## config.mk

```make
export PLATFORM = sky130hd
export DESIGN_NAME = sbrg_top
export DESIGN_NICKNAME = d
export VERILOG_FILES = /design/src/logic/sbrg_pkg.sv /design/src/logic/sbrg_majority.sv /design/src/logic/sbrg_top.sv
export SDC_FILE = /design/constraint.sdc
export NUM_CORES = 1
export LEC_CHECK = 0
export BUFFER_PORTS_ARGS = -buffer_cell sky130_fd_sc_hd__buf_4
export CORE_AREA = 3 3 130 82
export CTS_CLUSTER_DIAMETER = 150
export CTS_CLUSTER_SIZE = 12
export DETAILED_ROUTE_END_ITERATION = 8
export DIE_AREA = 0 0 133 85
export PLACE_DENSITY = 0.68
export SLEW_MARGIN = 30
export SYNTH_ARGS = -nofsm -noshare
export SYNTH_HDL_FRONTEND = slang
export SYNTH_SLANG_ARGS = --single-unit
```

## constraint.sdc

```tcl
create_clock -name core_clk -period 5.8 [get_ports core_clk]
set_input_delay 1.16 -clock core_clk [delete_from_list [all_inputs] [get_ports core_clk]]
set_output_delay 1.16 -clock core_clk [all_outputs]
set_load 0.01 [all_outputs]
```

## src/logic/sbrg_pkg.sv

```systemverilog
// Package: register map, field positions and prescale constants for the baud generator
// How it works
// Bit-rate tick is divided down from the core clock only.
// Software rewrites the divisor after any clock frequency change.
// Receive line level is the majority of three samples.
// Async, 8-bit divisor, low speed: clock / (64 * (n + 1)).
// Async, 8-bit divisor, high speed: clock / (16 * (n + 1)).
// Async, 16-bit divisor, low speed: clock / (16 * (n + 1)).
// Sync, 8-bit divisor: clock / (4 * (n + 1)), high speed ignored.
// Divisor n is the high byte concatenated with the low byte.
// Baud control bits 5 and 2 always read as zero.
// Without wide divisor select the high divisor byte is ignored.
// Writing either divisor byte clears the rate counter at once.
// Rate counter runs continuously while the serial port is enabled.
// Async 16-bit high speed and sync 16-bit: clock / (4 * (n + 1)).
package sbrg_pkg;
   // -------------------------------------------------------------------
   // Register byte addresses
   // -------------------------------------------------------------------
   localparam logic [4:0] ADDR_TX_CTRL   = 5'h00;
   localparam logic [4:0] ADDR_RX_CTRL   = 5'h04;
   localparam logic [4:0] ADDR_BAUD_CTRL = 5'h08;
   localparam logic [4:0] ADDR_DIV_HIGH  = 5'h0C;
   localparam logic [4:0] ADDR_DIV_LOW   = 5'h10;
   localparam logic [4:0] ADDR_STATUS    = 5'h14;

   // -------------------------------------------------------------------
   // Field positions
   // -------------------------------------------------------------------
   localparam int TX_SYNC_BIT    = 4;
   localparam int TX_HSPEED_BIT  = 2;
   localparam int TX_EMPTY_BIT   = 1;
   localparam int RX_ENABLE_BIT  = 7;
   localparam int BD_IDLE_BIT    = 6;
   localparam int BD_WIDE_BIT    = 3;

   // Writable masks; read-only and unimplemented bits excluded
   localparam logic [7:0] TX_WR_MASK   = 8'hFD;
   localparam logic [7:0] RX_WR_MASK   = 8'hF8;
   localparam logic [7:0] BAUD_WR_MASK = 8'h9B;

   // -------------------------------------------------------------------
   // Reset values
   // -------------------------------------------------------------------
   localparam logic [7:0] TX_CTRL_RST   = 8'h00;
   localparam logic [7:0] RX_CTRL_RST   = 8'h00;
   localparam logic [7:0] BAUD_CTRL_RST = 8'h00;
   localparam logic [7:0] DIV_RST       = 8'h00;

   // -------------------------------------------------------------------
   // Prescale terminal counts (divide minus one)
   // -------------------------------------------------------------------
   localparam logic [5:0] PRE_TERM_64 = 6'h3F;
   localparam logic [5:0] PRE_TERM_16 = 6'h0F;
   localparam logic [5:0] PRE_TERM_4  = 6'h03;

   localparam int GAP_W = 23;
endpackage : sbrg_pkg

```

## src/logic/sbrg_majority.sv

```systemverilog
// Module: receive line synchroniser and three-sample majority detector
`timescale 1ns/1ps
module sbrg_majority
   import sbrg_pkg::*;
(
   input  wire logic core_clk,
   input  wire logic rst_n,
   input  wire logic rx_pin,
   input  wire logic sample_strobe,
   output logic      rx_level
);
   logic       sync1_reg;
   logic       sync2_reg;
   logic [2:0] samp_reg;

   // -------------------------------------------------------------------
   // Pin synchroniser
   // -------------------------------------------------------------------
   always_ff @(posedge core_clk or negedge rst_n) begin
      if (!rst_n) begin
         sync1_reg <= 1'b1;
         sync2_reg <= 1'b1;
      end else begin
         sync1_reg <= rx_pin;
         sync2_reg <= sync1_reg;
      end
   end

   // -------------------------------------------------------------------
   // Majority vote
   // -------------------------------------------------------------------
   // Idle line is high, so samples start high
   always_ff @(posedge core_clk or negedge rst_n) begin
      if (!rst_n) begin
         samp_reg <= 3'h7;
         rx_level <= 1'b1;
      end else begin
         if (sample_strobe) begin
            samp_reg <= {samp_reg[1:0], sync2_reg};
         end
         rx_level <= (samp_reg[0] & samp_reg[1]) | (samp_reg[0] & samp_reg[2])
                   | (samp_reg[1] & samp_reg[2]);
      end
   end
endmodule : sbrg_majority

```

## src/logic/sbrg_top.sv

```systemverilog
// Module: baud rate generator with register file on an Avalon-MM slave
//
// Design decisions made here: the register offsets and register access over Avalon-MM.
`timescale 1ns/1ps
module sbrg_top
   import sbrg_pkg::*;
(
   input  wire logic        core_clk,
   input  wire logic        rstn,
   input  wire logic [4:0]  avs_address,
   input  wire logic        avs_read,
   input  wire logic        avs_write,
   input  wire logic [31:0] avs_writedata,
   input  wire logic [3:0]  avs_byteenable,
   output logic [31:0]      avs_readdata,
   output logic             avs_waitrequest,
   input  wire logic        rx_pin,
   output logic             rate_tick,
   output logic             sample_tick,
   output logic             rx_level,
   output logic [7:0]       tx_ctrl,
   output logic [7:0]       rx_ctrl,
   output logic [7:0]       baud_ctrl
);
   logic        rst_meta_reg;
   logic        rst_n;
   logic        ack_reg;
   logic        wr_go;
   logic        div_write;
   logic [7:0]  div_high_reg;
   logic [7:0]  div_low_reg;
   logic [15:0] divisor;
   logic [5:0]  pre_term;
   logic [5:0]  pre_cnt_reg;
   logic [15:0] rate_cnt_reg;
   logic        pre_wrap;
   logic        port_en;
   logic        sync_mode;
   logic        hspeed;
   logic        wide;
   logic [7:0]  rd_byte;

   // -------------------------------------------------------------------
   // Reset release
   // -------------------------------------------------------------------
   always_ff @(posedge core_clk or negedge rstn) begin
      if (!rstn) begin
         rst_meta_reg <= 1'b0;
         rst_n        <= 1'b0;
      end else begin
         rst_meta_reg <= 1'b1;
         rst_n        <= rst_meta_reg;
      end
   end

   // -------------------------------------------------------------------
   // Bus handshake
   // -------------------------------------------------------------------
   // One wait cycle per access keeps read data registered
   assign avs_waitrequest = (avs_read | avs_write) & ~ack_reg;
   assign wr_go           = avs_write & ack_reg & avs_byteenable[0];
   assign div_write       = wr_go & ((avs_address == ADDR_DIV_HIGH)
                                   | (avs_address == ADDR_DIV_LOW));

   always_ff @(posedge core_clk or negedge rst_n) begin
      if (!rst_n) begin
         ack_reg <= 1'b0;
      end else begin
         ack_reg <= (avs_read | avs_write) & ~ack_reg;
      end
   end

   // -------------------------------------------------------------------
   // Control registers
   // -------------------------------------------------------------------
   always_ff @(posedge core_clk or negedge rst_n) begin
      if (!rst_n) begin
         tx_ctrl   <= TX_CTRL_RST;
         rx_ctrl   <= RX_CTRL_RST;
         baud_ctrl <= BAUD_CTRL_RST;
      end else if (wr_go) begin
         if (avs_address == ADDR_TX_CTRL) begin
            tx_ctrl <= avs_writedata[7:0] & TX_WR_MASK;
         end else if (avs_address == ADDR_RX_CTRL) begin
            rx_ctrl <= avs_writedata[7:0] & RX_WR_MASK;
         end else if (avs_address == ADDR_BAUD_CTRL) begin
            baud_ctrl <= avs_writedata[7:0] & BAUD_WR_MASK;
         end
      end
   end

   always_ff @(posedge core_clk or negedge rst_n) begin
      if (!rst_n) begin
         div_high_reg <= DIV_RST;
         div_low_reg  <= DIV_RST;
      end else if (wr_go) begin
         if (avs_address == ADDR_DIV_HIGH) begin
            div_high_reg <= avs_writedata[7:0];
         end else if (avs_address == ADDR_DIV_LOW) begin
            div_low_reg <= avs_writedata[7:0];
         end
      end
   end

   // -------------------------------------------------------------------
   // Read path
   // -------------------------------------------------------------------
   // No transmitter here, so the shift register always shows empty
   always_comb begin
      rd_byte = 8'h00;
      if (avs_address == ADDR_TX_CTRL) begin
         rd_byte = tx_ctrl | (8'h01 << TX_EMPTY_BIT);
      end else if (avs_address == ADDR_RX_CTRL) begin
         rd_byte = rx_ctrl;
      end else if (avs_address == ADDR_BAUD_CTRL) begin
         rd_byte = (baud_ctrl & BAUD_WR_MASK) | (8'h01 << BD_IDLE_BIT);
      end else if (avs_address == ADDR_DIV_HIGH) begin
         rd_byte = div_high_reg;
      end else if (avs_address == ADDR_DIV_LOW) begin
         rd_byte = div_low_reg;
      end else if (avs_address == ADDR_STATUS) begin
         rd_byte = {6'h00, rate_tick, rx_level};
      end
   end

   always_ff @(posedge core_clk or negedge rst_n) begin
      if (!rst_n) begin
         avs_readdata <= 32'h0000_0000;
      end else if (avs_read & ~ack_reg) begin
         avs_readdata <= {24'h00_0000, rd_byte};
      end
   end

   // -------------------------------------------------------------------
   // Mode decode
   // -------------------------------------------------------------------
   assign port_en   = rx_ctrl[RX_ENABLE_BIT];
   assign sync_mode = tx_ctrl[TX_SYNC_BIT];
   assign hspeed    = tx_ctrl[TX_HSPEED_BIT];
   assign wide      = baud_ctrl[BD_WIDE_BIT];
   assign divisor   = wide ? {div_high_reg, div_low_reg}
                           : {8'h00, div_low_reg};

   always_comb begin
      if (sync_mode) begin
         pre_term = PRE_TERM_4;
      end else if (wide & hspeed) begin
         pre_term = PRE_TERM_4;
      end else if (wide | hspeed) begin
         pre_term = PRE_TERM_16;
      end else begin
         pre_term = PRE_TERM_64;
      end
   end

   // -------------------------------------------------------------------
   // Prescaler and rate counter
   // -------------------------------------------------------------------
   // Counts on the core clock alone; a clock change scales the rate
   assign pre_wrap = pre_cnt_reg >= pre_term;

   always_ff @(posedge core_clk or negedge rst_n) begin
      if (!rst_n) begin
         pre_cnt_reg  <= 6'h00;
         rate_cnt_reg <= 16'h0000;
      end else if (!port_en || div_write) begin
         pre_cnt_reg  <= 6'h00;
         rate_cnt_reg <= 16'h0000;
      end else if (pre_wrap) begin
         pre_cnt_reg <= 6'h00;
         if (rate_cnt_reg >= divisor) begin
            rate_cnt_reg <= 16'h0000;
         end else begin
            rate_cnt_reg <= rate_cnt_reg + 16'h0001;
         end
      end else begin
         pre_cnt_reg <= pre_cnt_reg + 6'h01;
      end
   end

   always_ff @(posedge core_clk or negedge rst_n) begin
      if (!rst_n) begin
         rate_tick   <= 1'b0;
         sample_tick <= 1'b0;
      end else begin
         rate_tick   <= port_en & ~div_write & pre_wrap & (rate_cnt_reg >= divisor);
         sample_tick <= port_en & ~div_write & pre_wrap;
      end
   end

   // -------------------------------------------------------------------
   // Receive sampling
   // -------------------------------------------------------------------
   sbrg_majority u_majority (
      .core_clk      (core_clk),
      .rst_n         (rst_n),
      .rx_pin        (rx_pin),
      .sample_strobe (sample_tick),
      .rx_level      (rx_level)
   );

   // -------------------------------------------------------------------
   // Checks
   // -------------------------------------------------------------------
   logic [GAP_W-1:0] gap_reg;
   logic             gap_ok_reg;
   logic [GAP_W-1:0] n_plus1;

   assign n_plus1 = {7'h00, divisor} + 23'h000001;

   // Gap is trusted only between two ticks with no write in between
   always_ff @(posedge core_clk or negedge rst_n) begin
      if (!rst_n) begin
         gap_reg    <= '0;
         gap_ok_reg <= 1'b0;
      end else begin
         gap_reg    <= rate_tick ? '0 : gap_reg + 23'h000001;
         if (wr_go || !port_en) begin
            gap_ok_reg <= 1'b0;
         end else if (rate_tick) begin
            gap_ok_reg <= 1'b1;
         end
      end
   end

   // -------------------------------------------------------------------
   // Prescale checks
   // -------------------------------------------------------------------
   logic [5:0] samp_gap_reg;
   logic       samp_ok_reg;

   // Same idea as the rate gap, one level down at the sample strobe
   always_ff @(posedge core_clk or negedge rst_n) begin
      if (!rst_n) begin
         samp_gap_reg <= 6'h00;
         samp_ok_reg  <= 1'b0;
      end else begin
         samp_gap_reg <= sample_tick ? 6'h00 : samp_gap_reg + 6'h01;
         if (wr_go || !port_en) begin
            samp_ok_reg <= 1'b0;
         end else if (sample_tick) begin
            samp_ok_reg <= 1'b1;
         end
      end
   end
endmodule : sbrg_top

```

==> results by group, run 1 <==
Floorplan
  • Placement row count: 28
  • Die Height: 85 µm
  • Die X: 133 µm
  • Die ar.: 0.0113 mm²
  • Initial Util: 44.3%
  • Core area: 0.00963 mm²
  • I/O pin cnt: approximately 110

Clocking
  • Hold-fix buffers, CTS: 0
  • Maximum root-to-sink buffer count: 2
  • Cts bufs inserted: 9
  • Clk sinks: 74
  • Clk pin slew, worst setup/hold paths: 0.06 ns
  • Root Driver: clkbuf_16
  • Htree depth: 3
  • Post-CTS sizing: 0
  • Post-CTS Setup Inserts: 0
  • Clock Latency Late Sink: 0.34 ns
  • CTS tree: built

GRT
  • First-pass GRT wire length: roughly 17 mm
  • Number of global-route vias before repair: about 3300
  • Largest net degree at the start of global routing: 73
  • Initial antenna violation count: 0
  • GR Util All Layers: around a fifth
  • Gr ovfl total: 0

Pwr
  • Pwr/cell area: approximately 270 mW/mm²
  • Total power: 1.33 mW
  • Pleak: 2.24 nW
  • Switch share: 25.7%
  • Gate power share: 11.4%
  • Clock share of power: around 46%
  • Internal power: a little under 1 mW
  • Sequential Power Share: 43.1%
  • Peak VDD IR: approximately 0.00016 V
  • Net Sw Power: 0.341 mW

Logic synthesis
  • Top FF cell, synth: dfrtp_1
  • Async SR Flop Fraction: between 90% and 100%
  • Top-count cell post-synth: dfrtp_1
  • Syn. warnings: 0
  • Yosys cell types: 62
  • Synth Area in Adders: under 10%
  • Syn Inst Count: 407
  • Yosys reg bits: 74
  • Sequential area share after synthesis: 43.6%
  • Dominant cell type by area after synthesis: dfrtp_1
  • Syn Std Cell Area: about 0.0043 mm²
  • Post-synthesis simple-gate area fraction: 14.5%
  • Synth Area in Compound Gates: 15.2%
  • Post-synth EDFFs: 0
  • Post-synth top cells: dfrtp_1, nand2_1, buf_4
  • Post-synthesis xor/xnor area fraction: under 10%
  • Avg Cell Area, Syn: approximately 10 µm²
  • Top cell type's share of synthesized area: between 30% and 40%
  • Main combinational cell family by area after synthesis: compound AO/OA/AOI/OAI gates
  • Post-synthesis mux area share: 9.01%
  • Top cells by area, synth: dfrtp_1, ha_1, mux2_2

Final layout
  • Syn-to-layout area delta: 15.0%
  • Largest register FFs: 16
  • Final core occ: 50.9%
  • Final non-filler cell total: between 500 and 600
  • Final #Nets: 518
  • Layout cell share with drive strength beyond 1: 27.0%
  • Ant diodes: 0
  • Post-Layout Inst Area: 0.00490 mm²

Critical path
  • Crit-path cells: buf_4 > inv_1 > nand3_1 > o221ai_4 > nor2_2 > nand3b_4 > o41ai_2
  • Worst path max stage delay: 0.61 ns
  • R2r setup slk: 2.72 ns
  • Sum of buffers and inverters on the critical path: 2
  • Crit path max fanout: 15
  • Crit path capture type: flop
  • CP delay by family, top: simple AND/OR/NAND/NOR gates
  • R2R depth: 8
  • Worst r2r src: baud_ctrl[3]
  • Slowest cell on crit path: nor2_2
  • WP data arrival: ~3.4 ns
  • Reg-to-reg critical path endpoint: rate_cnt_reg[13]
  • Data required time at the worst endpoint: 6.04 ns
  • WS Path Type: in -> reg
  • CP startpoint kind: primary input

Routing
  • First-pass DRT Iterations: 5
  • Post-Route WL: 10.0 mm
  • WL per Instance: 17.0 µm
  • Post-DRT Antenna Nets: 0
  • Via Count: 3265
  • Post-route DRC violation count: 0
  • Number of DRC markers in iteration 0: around 330
  • Via/cell ratio: roughly 5.5

Place
  • Placer congestion estimate: 0.858
  • Post-placement cell count: 574
  • DP Area: 0.00457 mm²
  • DPL Wire Length: approximately 7.3 mm
  • Pre-CTS setup slack: around 2.4 ns
  • Port Buf Inserts: 47

Timing
  • Clock skew: 0.00514 ns
  • Crit path time final: 3.13 ns
  • Final setup fails: 0
  • Minimum hold slack: 0.358 ns
  • Final period util: 54.0%
  • Fin. Hold Viols: 0
  • RSZ-0062 raised after global routing: false
  • Rel. slew slack: 48.7%
  • Final WS setup: 2.67 ns
  • TNS Setup: 0 ns
  • Slew Viols, Final: 0
  • Max frequency: about 320 MHz
  • Actual slew at the worst max-slew pin: 0.766 ns

Job
  • Maxcap violations: 0

Min path
  • Worst min path class: reg -> async

Run status
  • Outcome: complete, no violations
[cell usage in the layout (no fill, tap or decap), types with 3 or more instances in the layout]
| cell type | instances |
|---|---|
| inv_1 | 20 |
| clkbuf_16 | 9 |
| nor3_4 | 3 |
| nand3_1 | 15 |
| conb_1 | 32 |
| a32oi_1 | 4 |
| nand2_1 | 41 |
| o21ai_1 | 4 |
| a211oi_1 | 3 |
| a21oi_1 | 11 |
| mux2_4 | 7 |
| nor2_1 | 18 |
| and2_1 | 4 |
| nor3_1 | 3 |
| buf_4 | 47 |
| a31oi_1 | 11 |
| nor2_2 | 4 |
| and3_1 | 5 |
| mux2_2 | 23 |
| a22oi_1 | 5 |
| dfstp_2 | 6 |
| o22ai_1 | 10 |
| dfrtp_1 | 67 |
| o21ai_0 | 20 |
| xor2_1 | 3 |
| ha_1 | 22 |
| o32a_1 | 3 |
| nand4_1 | 5 |
[cells by family after synthesis]
group,Yosys count
and+or+nand+nor,114
AOI/OAI and AO/OA,90
buffers and inverters,67
other,2
DFF,74
adders and majority gates,23
muxes,32
xor gates and xnor gates,5
[power groups by stage]
stage	combinational, mW	clock, mW	sequential [mW]
after CTS	0.151	0.617	0.571
after detailed placement	0.149	0	0.580
final	0.151	0.605	0.572
after global placement	0.146	0	0.579
after floorplan	0.100	0	0.584
after global routing	0.167	0.640	0.576
[final cells by class]
type | instances | area, µm²
flip-flops and latches | 74 | 1860
inverters | 21 | 78.8
repair buffers | 48 | 364
multi-input cells | 296 | 2110
well taps | 135 | 169
clock buffers | 9 | 225
clock inverters | 7 | 101
fillers | 862 | 4730
[how the worst max path moves through the flow]
stage | startpoint | endpoint | slack, ns | cells past startpoint
finish | avs_address[3] | rate_cnt_reg[11] | 2.67 | 7
global route | avs_address[3] | rate_cnt_reg[10] | 2.49 | 7
CTS | baud_ctrl[3] | rate_cnt_reg[13] | 2.73 | 8
detailed placement | avs_address[3] | rate_cnt_reg[11] | 2.40 | 7
global placement | avs_address[3] | rate_cnt_reg[11] | 2.44 | 7
floorplan | avs_write | avs_waitrequest | 3.27 | 2
[worst reg2reg max path: cells and delay by family (launching register included)]
kind,cells,cell delay [ns]
AOI/OAI and AO/OA,4,0.82
adders and majority gates,1,0.33
and+or+nand+nor,3,1.29
DFF,1,0.56
[metal layers]
layer  global-route usage, %  vias to the layer above  routed length (µm)
li1                        -                     1489                   -
met1                    25.9                     1632                4750
met2                    28.2                      132                4380
met3                    6.52                       12                 777
met4                    4.81                        0                 101
met5                       0                        -                   0
No activity file was read; power rests on OpenSTA's default activity.
==> run 2: changes to the inputs <==
--- a/config.mk
+++ b/config.mk
@@ -11,7 +11,7 @@
 export CTS_CLUSTER_SIZE = 12
 export DETAILED_ROUTE_END_ITERATION = 8
 export DIE_AREA = 0 0 133 85
-export PLACE_DENSITY = 0.68
+export PLACE_DENSITY = 0.71
 export SLEW_MARGIN = 30
 export SYNTH_ARGS = -nofsm -noshare
 export SYNTH_HDL_FRONTEND = slang
==> constraint.sdc (replaced) <==
create_clock -name core_clk -period 2.8 [get_ports core_clk]
set_input_delay 0.56 -clock core_clk [delete_from_list [all_inputs] [get_ports core_clk]]
set_output_delay 0.56 -clock core_clk [all_outputs]
set_load 0.01 [all_outputs]
==> run 2 against run 1 <==
Against the previous run:
- combinational power grew 110%
- critical endpoint is now rate_cnt_reg[13]
- highest routed layer unchanged
- count of clock-buffer cells in the layout up 1
- clock skew about the same
- global-route usage up 0.46 points
- setup slack got worse by 2.4 ns
- sequential power is 110% higher
- non-clock buffer count up 14
- sequential share of layout area is 1.1 points lower
- worst hold slack worse by 0.033 ns
- total power increased by 120%
==> results by group, run 2 (synthesis results as in run 1) <==
Run status
  • Outcome: complete, no violations

GRT
  • Largest net degree at the start of global routing: 41 (-44%)
  • GR Util All Layers: 19.2% (+0.46 points)
  • Gr ovfl total: 0 (unchanged)
  • Initial antenna violation count: 0 (unchanged)
  • Number of global-route vias before repair: 3301 (-0.091%)
  • First-pass GRT wire length: 17.1 mm (+2.1%)

Floorplan
  • I/O pin cnt: 106 (unchanged)
  • Die Height: 85 µm (unchanged)
  • Die ar.: 0.0113 mm² (unchanged)
  • Placement row count: 28 (unchanged)
  • Core area: 0.00963 mm² (unchanged)
  • Initial Util: 44.3% (unchanged)
  • Die X: 133 µm (unchanged)

Timing
  • TNS Setup: 0 ns (unchanged)
  • Fin. Hold Viols: 0 (unchanged)
  • Slew Viols, Final: 0 (unchanged)
  • Final period util: 89.3%
  • Final setup fails: 0 (unchanged)
  • RSZ-0062 raised after global routing: false
  • Max frequency: ~400 MHz
  • Actual slew at the worst max-slew pin: 0.742 ns (-0.0238 ns)
  • Crit path time final: 2.50 ns
  • Rel. slew slack: 50.5% (+1.8 points)
  • Clock skew: 0.00524 ns (+0.0000997 ns)

Clocking
  • Post-CTS sizing: 0 (unchanged)
  • Clk pin slew, worst setup/hold paths: 0.06 ns (about the same)
  • CTS tree: built
  • Clk sinks: 74 (unchanged)
  • Clock Latency Late Sink: 0.34 ns (about the same)
  • Htree depth: 3 (unchanged)
  • Root Driver: clkbuf_16
  • Cts bufs inserted: 9 (unchanged)
  • Maximum root-to-sink buffer count: 2 (unchanged)

Routing
  • First-pass DRT Iterations: 5 (unchanged)
  • Number of DRC markers in iteration 0: 299 (-9.1%)
  • Post-Route WL: 10.6 mm (+5.4%)
  • Via Count: 3335 (+2.1%)
  • Post-DRT Antenna Nets: 0 (unchanged)
  • Via/cell ratio: 5.52 (-0.22%)
  • Post-route DRC violation count: 0 (unchanged)
  • WL per Instance: 17.5 µm (+3.0%)

Critical path
  • WS Path Type: reg -> reg
  • Worst path max stage delay: 0.52 ns (-0.09 ns)
  • Slowest cell on crit path: dfrtp_1
  • Crit path capture type: flop
  • Crit-path cells: or3_1 > ha_1 > nand2_1 > a21oi_1 > a211oi_2 > nor2b_2 > buf_4 > a31oi_1 > o22ai_1
  • Worst r2r src: baud_ctrl[3]
  • Crit path max fanout: 17 (+2)
  • Critical Path Source: baud_ctrl[3]
  • WP data arrival: 2.76 ns (-0.61 ns)
  • Data required time at the worst endpoint: 3.06 ns (-2.98 ns)
  • CP startpoint kind: flop

Final layout
  • Syn-to-layout area delta: 18.3%
  • Multi-input gate area: 0.00210 mm² (-0.12%)
  • Ant diodes: 0 (unchanged)
  • Commonest non-fill, non-tap cell in the layout: dfrtp_1
  • FF/Latch Area: 0.00186 mm² (unchanged)
  • Final #Nets: 532 (+2.7%)
  • Largest register FFs: 16 (unchanged)
  • Fillcell total: 871 (+1.0%)
  • Most frequent cells in the layout: dfrtp_1, buf_4, nand2_1, conb_1, mux2_2
  • Layout cell share with drive strength beyond 1: 28.8% (+1.8 points)

Pwr
  • Total power: 2.86 mW (+120%)
  • Peak VDD IR: 0.000441 V (+170%)
  • Pleak: 2.32 nW (+3.8%)
  • Pwr/cell area: 568 mW/mm² (+110%)

Place
  • Port Buf Inserts: 47 (unchanged)
  • DPL Wire Length: 7.91 mm (+8.0%)
  • Placer congestion estimate: 0.891 (+3.8%)

Min path
  • Worst min path class: in -> reg
  • Hold Startpoint: rx_pin

Job
  • Maxcap violations: 0 (unchanged)
==> run 2: cell types whose count changed in the layout (fill, tap and decap cells not counted), sizes merged <==
cell         previous run  this run
buf                    48        61
inv                    22        21
dlygate4sd3             0         1
clkinv                  2         1
clkbuf                  9        10
bufinv                  2         3
==> run 2: per-stage QoR <==
step	util [%]	hold WS (ns)	instance area, µm²	worst slack, ns	instances
floorplan	-	0.264	4380	0.396	437
global placement	48.6	0.342	4680	0.411	587
finish	52.4	0.326	5040	0.300	604
detailed placement	48.6	0.342	4680	0.325	587
global route	52.4	0.313	5040	0.130	604
CTS	52.4	0.318	5040	0.308	604
==> run 2: report_power, final <==
part,internal (mW),switching [mW]
sequential,1.13,0.0637
combinational,0.140,0.181
clock,0.895,0.453
total,2.17,0.698
==> run 2: layer usage <==
layer | GRT usage [%] | share of wire [%] | up-vias
li1 | - | - | 1529
met1 | 28.0 | 48 | 1687
met2 | 28.3 | 44 | 110
met3 | 5.86 | 7.3 | 9
met4 | 4.06 | 0.81 | 0
met5 | 0 | 0 | -
==> run 2: layout make-up <==
type | instances | area share [%]
multi-input cells | 296 | 41.7
flip-flops and latches | 74 | 36.9
repair buffers | 62 | 9.52
clock buffers | 10 | 4.74
well taps | 135 | 3.35
clock inverters | 6 | 2.26
inverters | 21 | 1.56
==> run 2: worst max-delay path: cells and delay by family (launching register included) <==
kind            cells  cell delay, ns
compound gates      4            0.59
fa+ha+maj           1            0.32
buf+inv             1            0.25
flops               1            0.52
simple gates        3            0.73
==> run 2: final timing paths <==
kind                                              to  slack (ns)  depth (start not counted)
worst max-delay path                rate_cnt_reg[13]        0.30                          9
worst min-delay path            u_majority.sync1_reg        0.33                          1
worst max register to register      rate_cnt_reg[13]        0.30                          9
worst min register to register       div_high_reg[7]        0.34                          0
min in group asynchronous            div_high_reg[7]        0.34                          0
max in group asynchronous                 rx_ctrl[5]        1.79                          1
==> run 2: what timing repair did <==
| item | CTS | global route |
|---|---|---|
| setup buffers | 0 | 0 |
| hold endpoints to repair | 2 | 0 |
| hold buffers | 1 | 0 |
==> run 3: changes to the inputs <==
--- a/config.mk
+++ b/config.mk
@@ -6,12 +6,11 @@
 export NUM_CORES = 1
 export LEC_CHECK = 0
 export BUFFER_PORTS_ARGS = -buffer_cell sky130_fd_sc_hd__buf_4
-export CORE_AREA = 3 3 130 82
+export CORE_AREA = 2 2 150 94
 export CTS_CLUSTER_DIAMETER = 150
 export CTS_CLUSTER_SIZE = 12
 export DETAILED_ROUTE_END_ITERATION = 8
-export DIE_AREA = 0 0 133 85
-export PLACE_DENSITY = 0.71
+export DIE_AREA = 0 0 152 96
 export SLEW_MARGIN = 30
 export SYNTH_ARGS = -nofsm -noshare
 export SYNTH_HDL_FRONTEND = slang
==> run 3 against run 2 <==
Against the previous run:
- highest routed layer unchanged
- critical path type unchanged
- combinational power about the same
- via count is 3.0% lower
- worst hold slack got worse by 0.12 ns
- cell area up 0.32%
- clock power decreased by 7%
- setup slack got worse by 0.11 ns
- sequential share of layout area is 0.12 points lower
- die area grew 29%
==> results by group, run 3 (synthesis results as in run 1) <==
Pwr
  • Peak VDD IR: 0.000282 V (-36%)
  • Gate power share: 11.7% (+0.5 points)
  • Clock share of power: 45.3% (-1.8 points)
  • Sequential Power Share: 43.0% (+1.3 points)
  • Internal power: 2.06 mW (-5.0%)
  • Switch share: 25.5% (+1.2 points)
  • Pwr/cell area: 546 mW/mm² (-3.8%)
  • Total power: 2.76 mW (-3.5%)
  • Net Sw Power: 0.706 mW (+1.1%)
  • Pleak: 2.31 nW (-0.71%)

Timing
  • Actual slew at the worst max-slew pin: 0.608 ns (-0.134 ns)
  • Final setup fails: 0 (unchanged)
  • Max frequency: 382 MHz (-4.4%)
  • Minimum hold slack: 0.208 ns (-0.117 ns)
  • Crit path time final: 2.61 ns (+0.114 ns)
  • Final WS setup: 0.185 ns (-0.114 ns)
  • Clock skew: 0.00683 ns (+0.00159 ns)
  • Fin. Hold Viols: 0 (unchanged)
  • Final period util: 93.4% (+4.1 points)
  • Slew Viols, Final: 0 (unchanged)
  • TNS Setup: 0 ns (unchanged)
  • Rel. slew slack: 59.3% (+8.8 points)
  • RSZ-0062 raised after global routing: false

Critical path
  • WS Path Type: reg -> reg
  • WP data arrival: 2.85 ns (+0.09 ns)
  • Crit path capture type: flop
  • CP startpoint kind: flop
  • Crit path max fanout: 11 (-6)
  • Data required time at the worst endpoint: 3.04 ns (-0.02 ns)

Final layout
  • Largest register FFs: 16 (unchanged)
  • Syn-to-layout area delta: 18.7%
  • Final core occ: 38.2% (-14 points)
  • Commonest non-fill, non-tap cell in the layout: dfrtp_1
  • Final #Nets: 531 (-0.19%)
  • Post-Layout Inst Area: 0.00506 mm² (+0.32%)
  • Layout cell share with drive strength beyond 1: 28.6% (-0.15 points)
  • Final non-filler cell total: 643 (+6.5%)
  • Most frequent cells in the layout: dfrtp_1, buf_4, nand2_1, conb_1, mux2_2
  • Ant diodes: 0 (unchanged)

GRT
  • GR Util All Layers: 15.1% (-4.1 points)
  • Largest net degree at the start of global routing: 55 (+34%)
  • First-pass GRT wire length: 16.9 mm (-1.3%)
  • Gr ovfl total: 0 (unchanged)
  • Initial antenna violation count: 0 (unchanged)
  • Number of global-route vias before repair: 3081 (-6.7%)

Routing
  • Post-Route WL: 10.4 mm (-1.3%)
  • Post-DRT Antenna Nets: 0 (unchanged)
  • Via Count: 3236 (-3.0%)
  • First-pass DRT Iterations: 4 (-1)
  • Post-route DRC violation count: 0 (unchanged)
  • Via/cell ratio: 5.03 (-8.9%)
  • WL per Instance: 16.2 µm (-7.3%)
  • Number of DRC markers in iteration 0: 282 (-5.7%)

Place
  • Placer congestion estimate: 0.837 (-6.0%)
  • Pre-CTS setup slack: 0.205 ns (-0.119 ns)
  • Port Buf Inserts: 47 (unchanged)
  • DPL Wire Length: 8.04 mm (+1.5%)
  • DP Area: 0.00472 mm² (+0.91%)
  • Post-placement cell count: 626 (+6.6%)

Clocking
  • CTS tree: built
  • Clock Latency Late Sink: 0.34 ns (about the same)
  • Htree depth: 3 (unchanged)
  • Post-CTS sizing: 0 (unchanged)
  • Root Driver: clkbuf_16
  • Post-CTS Setup Inserts: 0 (unchanged)
  • Maximum root-to-sink buffer count: 2 (unchanged)
  • Clk pin slew, worst setup/hold paths: 0.06 ns (about the same)
  • Cts bufs inserted: 9 (unchanged)
  • Clk sinks: 74 (unchanged)
  • Hold-fix buffers, CTS: 1 (unchanged)

Floorplan
  • Die Height: 96 µm (+13%)
  • Placement row count: 33 (+18%)
  • I/O pin cnt: 106 (unchanged)
  • Die X: 152 µm (+14%)
  • Die ar.: 0.0146 mm² (+29%)
  • Core area: 0.0133 mm² (+38%)
  • Initial Util: 32.2% (-12 points)

Job
  • Maxcap violations: 0 (unchanged)

Min path
  • Worst min path class: reg -> async

Run status
  • Outcome: complete, no violations
==> run 3: changes by cell type in the layout (fill, tap and decap cells not counted), sizes merged <==
cell and delta:
clkbuf -1, inv +2, bufinv -1, buf -1
==> run 3: path summary, 6_finish.rpt <==
check | end | startpoint | depth (start not counted) | slack (ns)
worst min-delay path | rx_ctrl[3] | rst_n | 0 | 0.21
worst max register to register | rate_cnt_reg[11] | rate_cnt_reg[3] | 7 | 0.19
worst min register to register | rx_ctrl[3] | rst_n | 0 | 0.21
max in group asynchronous | div_high_reg[5] | rst_n | 1 | 1.96
worst max-delay path | rate_cnt_reg[11] | rate_cnt_reg[3] | 7 | 0.19
min in group core_clk | u_majority.sync1_reg | rx_pin | 1 | 0.33
==> run 3: power groups by stage <==
stage | Clock (mW) | Combinational (mW) | Sequential, mW
after global placement | 0 | 0.314 | 1.20
after detailed placement | 0 | 0.320 | 1.21
after global routing | 1.35 | 0.356 | 1.20
after floorplan | 0 | 0.208 | 1.21
final | 1.25 | 0.323 | 1.19
after CTS | 1.29 | 0.324 | 1.19
==> run 3: layout make-up <==
| class | count | area (µm²) |
|---|---|---|
| clock inverters | 7 | 101 |
| clock buffers | 9 | 225 |
| well taps | 175 | 219 |
| inverters | 21 | 78.8 |
| flip-flops and latches | 74 | 1860 |
| repair buffers | 61 | 473 |
| fillers | 1301 | 8190 |
| multi-input cells | 296 | 2100 |
==> run 3: critical path, stage by stage, from the launching register on <==
cell and delay [ns]:
dfrtp_1 0.52, ha_1 0.31, o211ai_1 0.09, a21oi_1 0.07, o41ai_1 0.51, a311o_2 0.43
nand3b_4 0.23, o41ai_2 0.35
==> run 3: per-layer routing <==
metal  up-vias  track usage [%]  part of all wire [%]
met5         -                0                     0
met3         6             4.77                   7.3
met2        91             20.7                    41
li1       1535                -                     -
met4         0             4.44                  0.59
met1      1604             22.3                    51
